<file path="config.mk">
export PLATFORM = sky130hd
export DESIGN_NAME = smtc_top
export DESIGN_NICKNAME = d
export VERILOG_FILES = /design/src/hw/smtc_pkg.sv /design/src/hw/smtc_top.sv
export SDC_FILE = /design/constraint.sdc
export NUM_CORES = 1
export LEC_CHECK = 0
export BUFFER_PORTS_ARGS = -buffer_cell sky130_fd_sc_hd__buf_2
export CAP_MARGIN = 20
export CORE_AREA = 2 2 143 145
export CTS_CLUSTER_SIZE = 8
export DETAILED_ROUTE_END_ITERATION = 10
export DIE_AREA = 0 0 145 147
export GPL_ROUTABILITY_DRIVEN = 0
export HOLD_SLACK_MARGIN = 0.08
export PLACE_DENSITY_LB_ADDON = 0.08
export SLEW_MARGIN = 20
export SYNTH_ARGS = -nofsm -noshare
export SYNTH_HDL_FRONTEND = slang
export SYNTH_SLANG_ARGS = --single-unit
</file>
<file path="constraint.sdc">
create_clock -name CLK -period 5.05 [get_ports CLK]
set_input_delay 0.2525 -clock CLK [delete_from_list [all_inputs] [get_ports CLK]]
set_output_delay 0.2525 -clock CLK [all_outputs]
set_load 0.02 [all_outputs]
</file>
<file path="src/hw/smtc_pkg.sv">
// Constants, field layouts and types for the SPI master timing block.
// Assumes one 20 MHz bus clock and a configuration held outside.
//
// Contract
// - Global control bit 0 enables master drive
// - Format bit 16 selects clock phase
// - Format bit 17 sets clock idle polarity
// - Prescale bits 15:8 give value+1 clocks period
// - Prescale zero gives two-clock period
// - Serial clock spends half period each level, active level one clock less if period odd
// - Phase 1 launches data half period before capture
// - Phase 1 setup: half period plus delay+2/+3
// - Select held delay+1 clocks after last edge
// - Both select delays come from delay register

package smtc_pkg;

    localparam int MASTER_BIT      = 0;
    localparam int PHASE_BIT       = 16;
    localparam int POLARITY_BIT    = 17;
    localparam int PRESCALE_LSB    = 8;
    localparam int PRESCALE_MSB    = 15;

    localparam int CLK_PERIOD_NS   = 50;
    localparam int MIN_SCLK_NS     = 25;
    localparam int MIN_SCLK_CYC    = (MIN_SCLK_NS + CLK_PERIOD_NS - 1) / CLK_PERIOD_NS < 1
                                     ? 1 : (MIN_SCLK_NS + CLK_PERIOD_NS - 1) / CLK_PERIOD_NS;

    localparam int SETUP_BASE      = 2;
    localparam int HOLD_OPT_EXTRA  = 1;
    localparam int DESELECT_BASE   = 1;
    localparam int PS_ZERO_PERIOD  = 2;
    localparam int CNT_W           = 10;

    localparam logic RST_SELECT_N  = 1'b1;
    localparam logic RST_SCLK      = 1'b0;
    localparam logic RST_MOSI      = 1'b0;

    typedef struct packed {
        logic [13:0] reserved;
        logic        clock_polarity;
        logic        clock_phase;
        logic [7:0]  clock_prescale_value;
        logic [7:0]  char_len_unused;
    } smtc_fmt_s;

    typedef struct packed {
        logic [7:0] clock_to_deselect_delay;
        logic [7:0] select_to_clock_delay;
    } smtc_dly_s;

    typedef enum logic [1:0] {
        SMTC_IDLE,
        SMTC_SETUP,
        SMTC_SHIFT,
        SMTC_HOLD
    } smtc_state_e;

endpackage

</file>
<file path="src/hw/smtc_top.sv">
// SPI master serial clock, data shift and chip select timing.
// Assumes configuration ports are static while a word is in flight.
`timescale 1ns/10ps
`default_nettype none

module smtc_top #(
    parameter int WORD_BITS = 16
) (
    input  wire logic                    CLK,
    input  wire logic                    RST,
    input  wire logic [31:0]             PORT_GLOBAL_CONTROL_REG,
    input  wire smtc_pkg::smtc_fmt_s     PORT_FORMAT_REG,
    input  wire smtc_pkg::smtc_dly_s     SELECT_DELAY_REG,
    input  wire logic                    SELECT_HOLD_OPTION,
    input  wire logic                    START,
    input  wire logic [WORD_BITS-1:0]    TX_DATA,
    input  wire logic                    MASTER_IN_LINE,
    output logic                         SERIAL_CLOCK_PIN,
    output logic                         SERIAL_CLOCK_PIN_OE,
    output logic                         MASTER_OUT_LINE,
    output logic                         MASTER_OUT_LINE_OE,
    output logic                         SELECT_N,
    output logic                         BUSY,
    output logic                         DONE,
    output logic [WORD_BITS-1:0]         RX_DATA
);

    localparam int CW = smtc_pkg::CNT_W;
    localparam int EW = $clog2(2 * WORD_BITS);
    localparam logic [EW-1:0] LAST_EDGE = EW'(2 * WORD_BITS - 1);

    function automatic logic [8:0] calc_period(input logic [7:0] ps);
        calc_period = (ps == 8'h00) ? 9'(smtc_pkg::PS_ZERO_PERIOD) : {1'b0, ps} + 9'h001;
    endfunction

    smtc_pkg::smtc_state_e state;
    smtc_pkg::smtc_state_e next_state;
    smtc_pkg::smtc_fmt_s   cfg_fmt;
    smtc_pkg::smtc_dly_s   cfg_dly;
    logic                  cfg_hold;
    logic [CW-1:0]         cnt;
    logic [EW-1:0]         ecnt;
    logic                  sclk_act;
    logic [WORD_BITS-1:0]  tx;
    logic [WORD_BITS-1:0]  rx;
    logic                  oe;

    // In idle the live settings are used, so a start sees them at once
    wire                       idle      = (state == smtc_pkg::SMTC_IDLE);
    wire smtc_pkg::smtc_fmt_s  fmt_src   = idle ? PORT_FORMAT_REG : cfg_fmt;
    wire smtc_pkg::smtc_dly_s  dly_src   = idle ? SELECT_DELAY_REG : cfg_dly;
    wire                       hold_src  = idle ? SELECT_HOLD_OPTION : cfg_hold;
    wire                       master_en = PORT_GLOBAL_CONTROL_REG[smtc_pkg::MASTER_BIT];
    wire                       pha       = fmt_src.clock_phase;
    wire                       pol       = fmt_src.clock_polarity;

    // Period from prescale; odd periods give the active half one clock less
    wire [8:0]     period    = calc_period(fmt_src.clock_prescale_value);
    wire [7:0]     half_hi   = period[8:1];
    wire [8:0]     half_lo   = period - {1'b0, half_hi};
    wire           extra     = hold_src & (~pha | pol);
    wire [CW-1:0]  setup_need = CW'(dly_src.select_to_clock_delay)
                              + CW'(smtc_pkg::SETUP_BASE)
                              + CW'(extra)
                              + (pha ? CW'(half_hi) : CW'(0));

    wire start_ok  = idle & START & master_en;
    wire tick      = (cnt == '0);
    wire edge_now  = tick & ((state == smtc_pkg::SMTC_SETUP) | (state == smtc_pkg::SMTC_SHIFT));
    wire lead_now  = edge_now & ~sclk_act;
    wire trail_now = edge_now & sclk_act;
    wire last_now  = trail_now & (ecnt == LAST_EDGE);
    wire end_now   = (state == smtc_pkg::SMTC_HOLD) & tick;

    // Phase 1 launches on the leading edge, phase 0 on each trailing edge but the last
    wire launch_now  = pha ? lead_now : (trail_now & ~last_now);
    wire capture_now = pha ? trail_now : lead_now;

    assign next_state = !master_en                   ? smtc_pkg::SMTC_IDLE :
                        start_ok                     ? smtc_pkg::SMTC_SETUP :
                        (state == smtc_pkg::SMTC_SETUP && tick) ? smtc_pkg::SMTC_SHIFT :
                        last_now                     ? smtc_pkg::SMTC_HOLD :
                        end_now                      ? smtc_pkg::SMTC_IDLE :
                        state;

    // Every delay is a whole count of bus clocks on one counter
    wire [CW-1:0] next_cnt = start_ok                 ? setup_need - CW'(1) :
                             !tick                    ? cnt - CW'(1) :
                             last_now                 ? CW'(dly_src.clock_to_deselect_delay) :
                             lead_now                 ? CW'(half_hi) - CW'(1) :
                             trail_now                ? CW'(half_lo) - CW'(1) :
                             '0;

    wire [WORD_BITS-1:0] next_tx = start_ok   ? (pha ? TX_DATA : TX_DATA << 1) :
                                   launch_now ? tx << 1 :
                                   tx;

    always_ff @(posedge CLK) begin
        if (RST) begin
            state    <= smtc_pkg::SMTC_IDLE;
            cnt      <= '0;
            ecnt     <= '0;
            cfg_fmt  <= '0;
            cfg_dly  <= '0;
            cfg_hold <= 1'b0;
            oe       <= 1'b0;
        end else begin
            state    <= next_state;
            cnt      <= next_state == smtc_pkg::SMTC_IDLE ? '0 : next_cnt;
            ecnt     <= start_ok ? '0 : edge_now ? ecnt + EW'(1) : ecnt;
            cfg_fmt  <= fmt_src;
            cfg_dly  <= dly_src;
            cfg_hold <= hold_src;
            oe       <= master_en;
        end
    end

    always_ff @(posedge CLK) begin
        if (RST) begin
            sclk_act        <= smtc_pkg::RST_SCLK;
            SERIAL_CLOCK_PIN <= smtc_pkg::RST_SCLK;
        end else begin
            // Toggle only on edges; an abort returns straight to idle level
            sclk_act         <= master_en & (edge_now ? ~sclk_act : sclk_act & ~idle);
            SERIAL_CLOCK_PIN <= (master_en & (edge_now ? ~sclk_act : sclk_act & ~idle)) ^ pol;
        end
    end

    always_ff @(posedge CLK) begin
        if (RST) begin
            tx              <= '0;
            rx              <= '0;
            MASTER_OUT_LINE <= smtc_pkg::RST_MOSI;
        end else begin
            tx <= next_tx;
            if (capture_now) begin
                rx <= {rx[WORD_BITS-2:0], MASTER_IN_LINE};
            end
            if (start_ok && !pha) begin
                MASTER_OUT_LINE <= TX_DATA[WORD_BITS-1];
            end else if (launch_now) begin
                MASTER_OUT_LINE <= tx[WORD_BITS-1];
            end
        end
    end

    always_ff @(posedge CLK) begin
        if (RST) begin
            SELECT_N <= smtc_pkg::RST_SELECT_N;
            DONE     <= 1'b0;
            RX_DATA  <= '0;
        end else begin
            // Select falls with the start and rises one clock after hold expiry
            SELECT_N <= (next_state == smtc_pkg::SMTC_IDLE);
            DONE     <= end_now & master_en;
            if (end_now) begin
                RX_DATA <= rx;
            end
        end
    end

    assign BUSY                = ~idle;
    assign SERIAL_CLOCK_PIN_OE = oe;
    assign MASTER_OUT_LINE_OE  = oe;

    // Helper counters read only by the checks below
    logic [CW-1:0] since_cs;
    logic [CW-1:0] since_edge;
    logic [CW-1:0] last_half;
    logic [CW-1:0] since_launch;
    logic [CW-1:0] since_last;

    always_ff @(posedge CLK) begin
        if (RST) begin
            since_cs     <= '0;
            since_edge   <= '0;
            last_half    <= '0;
            since_launch <= '0;
            since_last   <= '0;
        end else begin
            since_cs     <= start_ok ? '0 : since_cs + CW'(1);
            since_edge   <= edge_now ? '0 : since_edge + CW'(1);
            last_half    <= edge_now ? since_edge : last_half;
            since_launch <= launch_now ? '0 : since_launch + CW'(1);
            since_last   <= last_now ? '0 : since_last + CW'(1);
        end
    end
endmodule

`default_nettype wire

</file>
==> impl.org <==
** GRT
- First-pass GRT wire length :: 25.5 mm
- Via count of the first global-routing pass :: 4925
- Total congestion overflow after global routing :: 0
- In the global route stage, overall resource usage came out at 0.147.
- Largest net degree at the start of global routing :: 84
- Antenna violations before repair :: 2

** Yosys
- Dominant cells by area after synthesis :: sky130_fd_sc_hd__dfxtp_1 32%, sky130_fd_sc_hd__ha_1 8.9%, sky130_fd_sc_hd__mux2i_1 6.6%
- Of the post-synthesis cell area, the part taken by muxes is 0.111.
- Fraction of post-synthesis cell area in the top cell type by area :: 0.324
- Total of warnings raised by yosys :: 0
- Synthesized instance count :: 706
- Among all flip-flop cells after synthesis, the most frequent one is sky130_fd_sc_hd__dfxtp_1.
- The number of nets in the synthesized netlist is 852.
- Distinct cell type count after synthesis :: around 70
- Of all cell types, the one taking the most synthesized area is sky130_fd_sc_hd__dfxtp_1.
- After synthesis, the largest family of logic cells by area is simple AND/OR/NAND/NOR gates.
- Summing every instance area after synthesis gives 6050 sq um.
- Average instance area after synthesis :: 8.58 sq um
- Of the total synthesized cell area, the portion taken by full adders, half adders and majority gates is 0.0955.
- Proportion of register bits with asynchronous set or reset after synthesis :: 0
- Of the synthesized area, sequential elements account for 0.324.
- Xor/xnor share of the synthesized area :: 0.0587
- The synthesized design contains 0 enable-type register cells.
- Post-synthesis simple-gate area fraction :: 0.207
- Post-synthesis compound-gate area fraction :: 0.153
- Flop and latch count out of synthesis :: 98

** Floorplan
- For this configuration, the core starts out at a cell density of 0.305.
- Height of the chip :: about 150 um
- Total Die Area :: 21300 sq um
- Standard-cell row count :: 52
- Core outline area :: 19800 sq um
- For this design the top-level I/O count stands at 124.
- The die is 145 um wide.

** Detailed routing
- Final routed wire length divided by cell count :: 15.0 um
- 1st-iter DRT viols :: 240
- Number of detailed-routing iterations run before antenna repair :: 5
- In the routed layout, each cell is associated on average with a via count of 4.89.
- Number of antenna-violating nets in the routed design :: 0
- Wires add up to around 16 mm.
- Number of vias after detailed routing :: 5079
- In the routed design, unresolved DRC markers number 0.

** STA
- For the pin with the worst max-slew slack, the measured transition is around 0.9 ns.
- Fin crit share :: 0.869
- Final setup violation count :: 0
- Setup repair after global routing left no endpoint under its margin.
- The final count of pins violating max slew came to 0.
- Timing-limited maximum frequency :: 0.228 GHz
- The number of hold violations in the final report was 0.
- The clock arrives with 0.0123 ns of skew.
- Setup slack on the critical path of the routed design comes to 0.662 ns.
- Measured against its own limit, the worst slew margin works out to 0.398.
- Summed over all failing endpoints, the final setup total negative slack is 0 ns.
- Final critical path time including I/O delays and setup :: 4.39 ns

** Layout
- Commonest non-fill, non-tap cell in the layout :: sky130_fd_sc_hd__dfxtp_1
- The finished layout holds between 1000 and 1500 standard cells, fillers aside.
- Summing all multi-input logic gate instances after layout gives between 3000 and 4000 sq um.
- In the final design database the tool counted ~900 nets.
- Area of all placed cells without fillers :: approximately 7000 sq um
- In the final layout, flip-flops and latches occupy 1960 sq um.
- Area Overhead vs Synth :: 15.0%
- Fillers :: 2113
- Layout cells sized above 1 :: 0.172
- Highest-count cells in the layout ignoring fill and taps :: 98 x sky130_fd_sc_hd__dfxtp_1, 89 x sky130_fd_sc_hd__nand2_1, 74 x sky130_fd_sc_hd__nor2_1, 70 x sky130_fd_sc_hd__buf_2

** Place
- Instance area after placement :: 6630 sq um
- Cells after DPL :: between 1000 and 1500
- Port bufs :: 70
- OpenSTA, run right after detailed placement, puts the worst setup slack at 0.647 ns.
- After legalization and detailed placement, the total HPWL measured 11.5 mm.

** Clock tree
- Clock root buffer :: sky130_fd_sc_hd__clkbuf_16
- Clk Latency, worst-skew pair :: 0.36 ns
- For this design, the sink count on the clock tree is 98.
- TritonCTS created 9 clock buffers.
- In this run, post-CTS repair resized a total of 0 instances.
- In this run the deepest clock path goes through 2 buffers.
- The H-tree was split into 3 levels.
- TritonCTS clock tree :: built
- Hold buffer count at CTS :: 0
- The number of setup buffers added after CTS is 0.
- Worst-path clk slew :: 0.08 ns

** Pwr
- Largest voltage drop on the vdd net :: 0.163 mV
- Pwr per Cell Area :: 322 nW/um^2
- For this design the static power due to leakage is between 2 and 3 nW.
- Total power draw :: 0.00224 W

** Critical path
- Critical Path Sink Type :: register
- Setup crit start :: state[1]
- R2R setup slack :: 0.66 ns
- CP Data Arrival Time :: 4.63 ns
- On the critical path the largest part of the delay comes from adder cells.
- The critical path runs through a total of 21 cells.
- Crit path buf inv count :: 4
- On the worst path, the slowest cell contributes a delay of between 0.4 and 0.5 ns.
- R2R depth :: 21
- Type of element launching the critical path :: register
- Along the worst path, the maximum fanout reaches 18.
- For the worst setup path, the data required time is roughly 5.3 ns.
- The largest individual stage delay along the critical path comes from the cell sky130_fd_sc_hd__mux2i_1.
- Worst flop-to-flop path endpoint :: cnt[8]
- Startpoint-to-endpoint class of the critical path :: reg -> reg
- The startpoint identified for the worst register-to-register timing path is state[1].
- Following the worst setup path forward leads to its endpoint at cnt[8].
- Crit path cell chain :: inv_1, ha_2, mux2i_1, ha_1, o21a_1, nand2_1, nand2_1, buf_4, nand2_1, ha_1, inv_1, ha_1, inv_1, fa_1, nor2b_1, o31a_1, o21ai_0, a21oi_1, or4_1, nand4_1, a21oi_1

** Min path
- Along the worst hold path, the cell count comes to 3.
- The min-delay analysis places its worst path in the category in -> reg.

** Status
- Status :: finished clean

** Run
- Max-cap viol count :: 0
-- final cells by class --
type | count | share of cell area
repair buffers | 79 | 0.0629
multi-input cells | 541 | 0.545
inverters | 32 | 0.0172
diodes | 3 | 0.00108
clock buffers | 9 | 0.0323
clock inverters | 7 | 0.0110
well taps | 270 | 0.0485
flip-flops and latches | 98 | 0.282
-- where the power goes --
| part | total, W | internal, W | switching [W] |
|---|---|---|---|
| combinational | 0.000703 | 0.000292 | 0.000411 |
| clock | 0.000707 | 0.000353 | 0.000354 |
| sequential | 0.000829 | 0.000807 | 0.0000218 |
| total | 0.00224 | 0.00145 | 0.000787 |
-- worst min-delay path by stage --
stage	start	to	slack [ns]
6_report	MASTER_IN_LINE	rx[0]	0.14
5_1_grt	TX_DATA[8]	tx[9]	0.16
4_1_cts	MASTER_IN_LINE	rx[0]	0.13
2_1_floorplan	TX_DATA[0]	tx[0]	0.39
3_3_place_gp	RX_DATA[6]	RX_DATA[6]	0.44
3_5_place_dp	RX_DATA[12]	RX_DATA[12]	0.45
-- cell usage after synthesis, types with 4 or more instances --
| cell | number |
|---|---|
| sky130_fd_sc_hd__a311oi_1 | 18 |
| sky130_fd_sc_hd__o211ai_1 | 10 |
| sky130_fd_sc_hd__mux2i_1 | 40 |
| sky130_fd_sc_hd__nand2b_1 | 9 |
| sky130_fd_sc_hd__nor3_1 | 11 |
| sky130_fd_sc_hd__dfxtp_1 | 98 |
| sky130_fd_sc_hd__nor2_1 | 75 |
| sky130_fd_sc_hd__nand3b_1 | 4 |
| sky130_fd_sc_hd__clkbuf_1 | 23 |
| sky130_fd_sc_hd__mux2_1 | 9 |
| sky130_fd_sc_hd__a211oi_1 | 8 |
| sky130_fd_sc_hd__buf_6 | 5 |
| sky130_fd_sc_hd__and3_1 | 5 |
| sky130_fd_sc_hd__inv_1 | 30 |
| sky130_fd_sc_hd__xor2_1 | 15 |
| sky130_fd_sc_hd__o21ai_1 | 4 |
| sky130_fd_sc_hd__mux2_2 | 15 |
| sky130_fd_sc_hd__or4_1 | 4 |
| sky130_fd_sc_hd__nor2b_1 | 16 |
| sky130_fd_sc_hd__nand3_1 | 15 |
| sky130_fd_sc_hd__nor4_1 | 5 |
| sky130_fd_sc_hd__ha_1 | 43 |
| sky130_fd_sc_hd__xnor2_1 | 21 |
| sky130_fd_sc_hd__a21oi_1 | 42 |
| sky130_fd_sc_hd__nand4_1 | 5 |
| sky130_fd_sc_hd__nand2_1 | 89 |
| sky130_fd_sc_hd__a221oi_1 | 4 |
| sky130_fd_sc_hd__o21ai_0 | 16 |
-- state kept, by name, summed over array words and instances (netlist names) --
name and flops:
RX_DATA 16, cfg_dly 16, rx 16, tx 16, cfg_fmt 10, cnt 10
ecnt 5, state 2, DONE 1, MASTER_OUT_LINE 1, MASTER_OUT_LINE_OE 1, SELECT_N 1
SERIAL_CLOCK_PIN 1, cfg_hold 1, sclk_act 1
-- per-layer routing --
metal,share of wire,wire length (um),track usage
met4,0.012,181,0.0426
met5,0.00083,13,0
met1,0.51,7910,0.204
met3,0.037,580,0.0307
met2,0.44,6950,0.230
-- worst reg2reg max path, cell delays in order, from the launching register on --
cell and delay, ns:
sky130_fd_sc_hd__dfxtp_1 0.34, sky130_fd_sc_hd__inv_1 0.08, sky130_fd_sc_hd__ha_2 0.43, sky130_fd_sc_hd__mux2i_1 0.47, sky130_fd_sc_hd__ha_1 0.23, sky130_fd_sc_hd__o21a_1 0.16, sky130_fd_sc_hd__nand2_1 0.11, sky130_fd_sc_hd__nand2_1 0.16
sky130_fd_sc_hd__buf_4 0.17, sky130_fd_sc_hd__nand2_1 0.08, sky130_fd_sc_hd__ha_1 0.28, sky130_fd_sc_hd__inv_1 0.04, sky130_fd_sc_hd__ha_1 0.20, sky130_fd_sc_hd__inv_1 0.07, sky130_fd_sc_hd__fa_1 0.21, sky130_fd_sc_hd__nor2b_1 0.07
sky130_fd_sc_hd__o31a_1 0.26, sky130_fd_sc_hd__o21ai_0 0.21, sky130_fd_sc_hd__a21oi_1 0.12, sky130_fd_sc_hd__or4_1 0.42, sky130_fd_sc_hd__nand4_1 0.12, sky130_fd_sc_hd__a21oi_1 0.05
-- logic make-up after synthesis --
logic type | after synthesis
AOI/OAI and AO/OA | 135
xor gates and xnor gates | 38
adders and majority gates | 45
buffers and inverters | 67
DFF | 98
muxes | 64
and+or+nand+nor | 259
-- through the flow --
stage	util	hold slack (ns)
2_1_floorplan	-	0.390
3_3_place_gp	0.334	0.443
3_5_place_dp	0.334	0.446
4_1_cts	0.349	0.127
5_1_grt	0.351	0.160
6_report	0.351	0.138
Note: power is estimated with default switching activity, not from simulation.
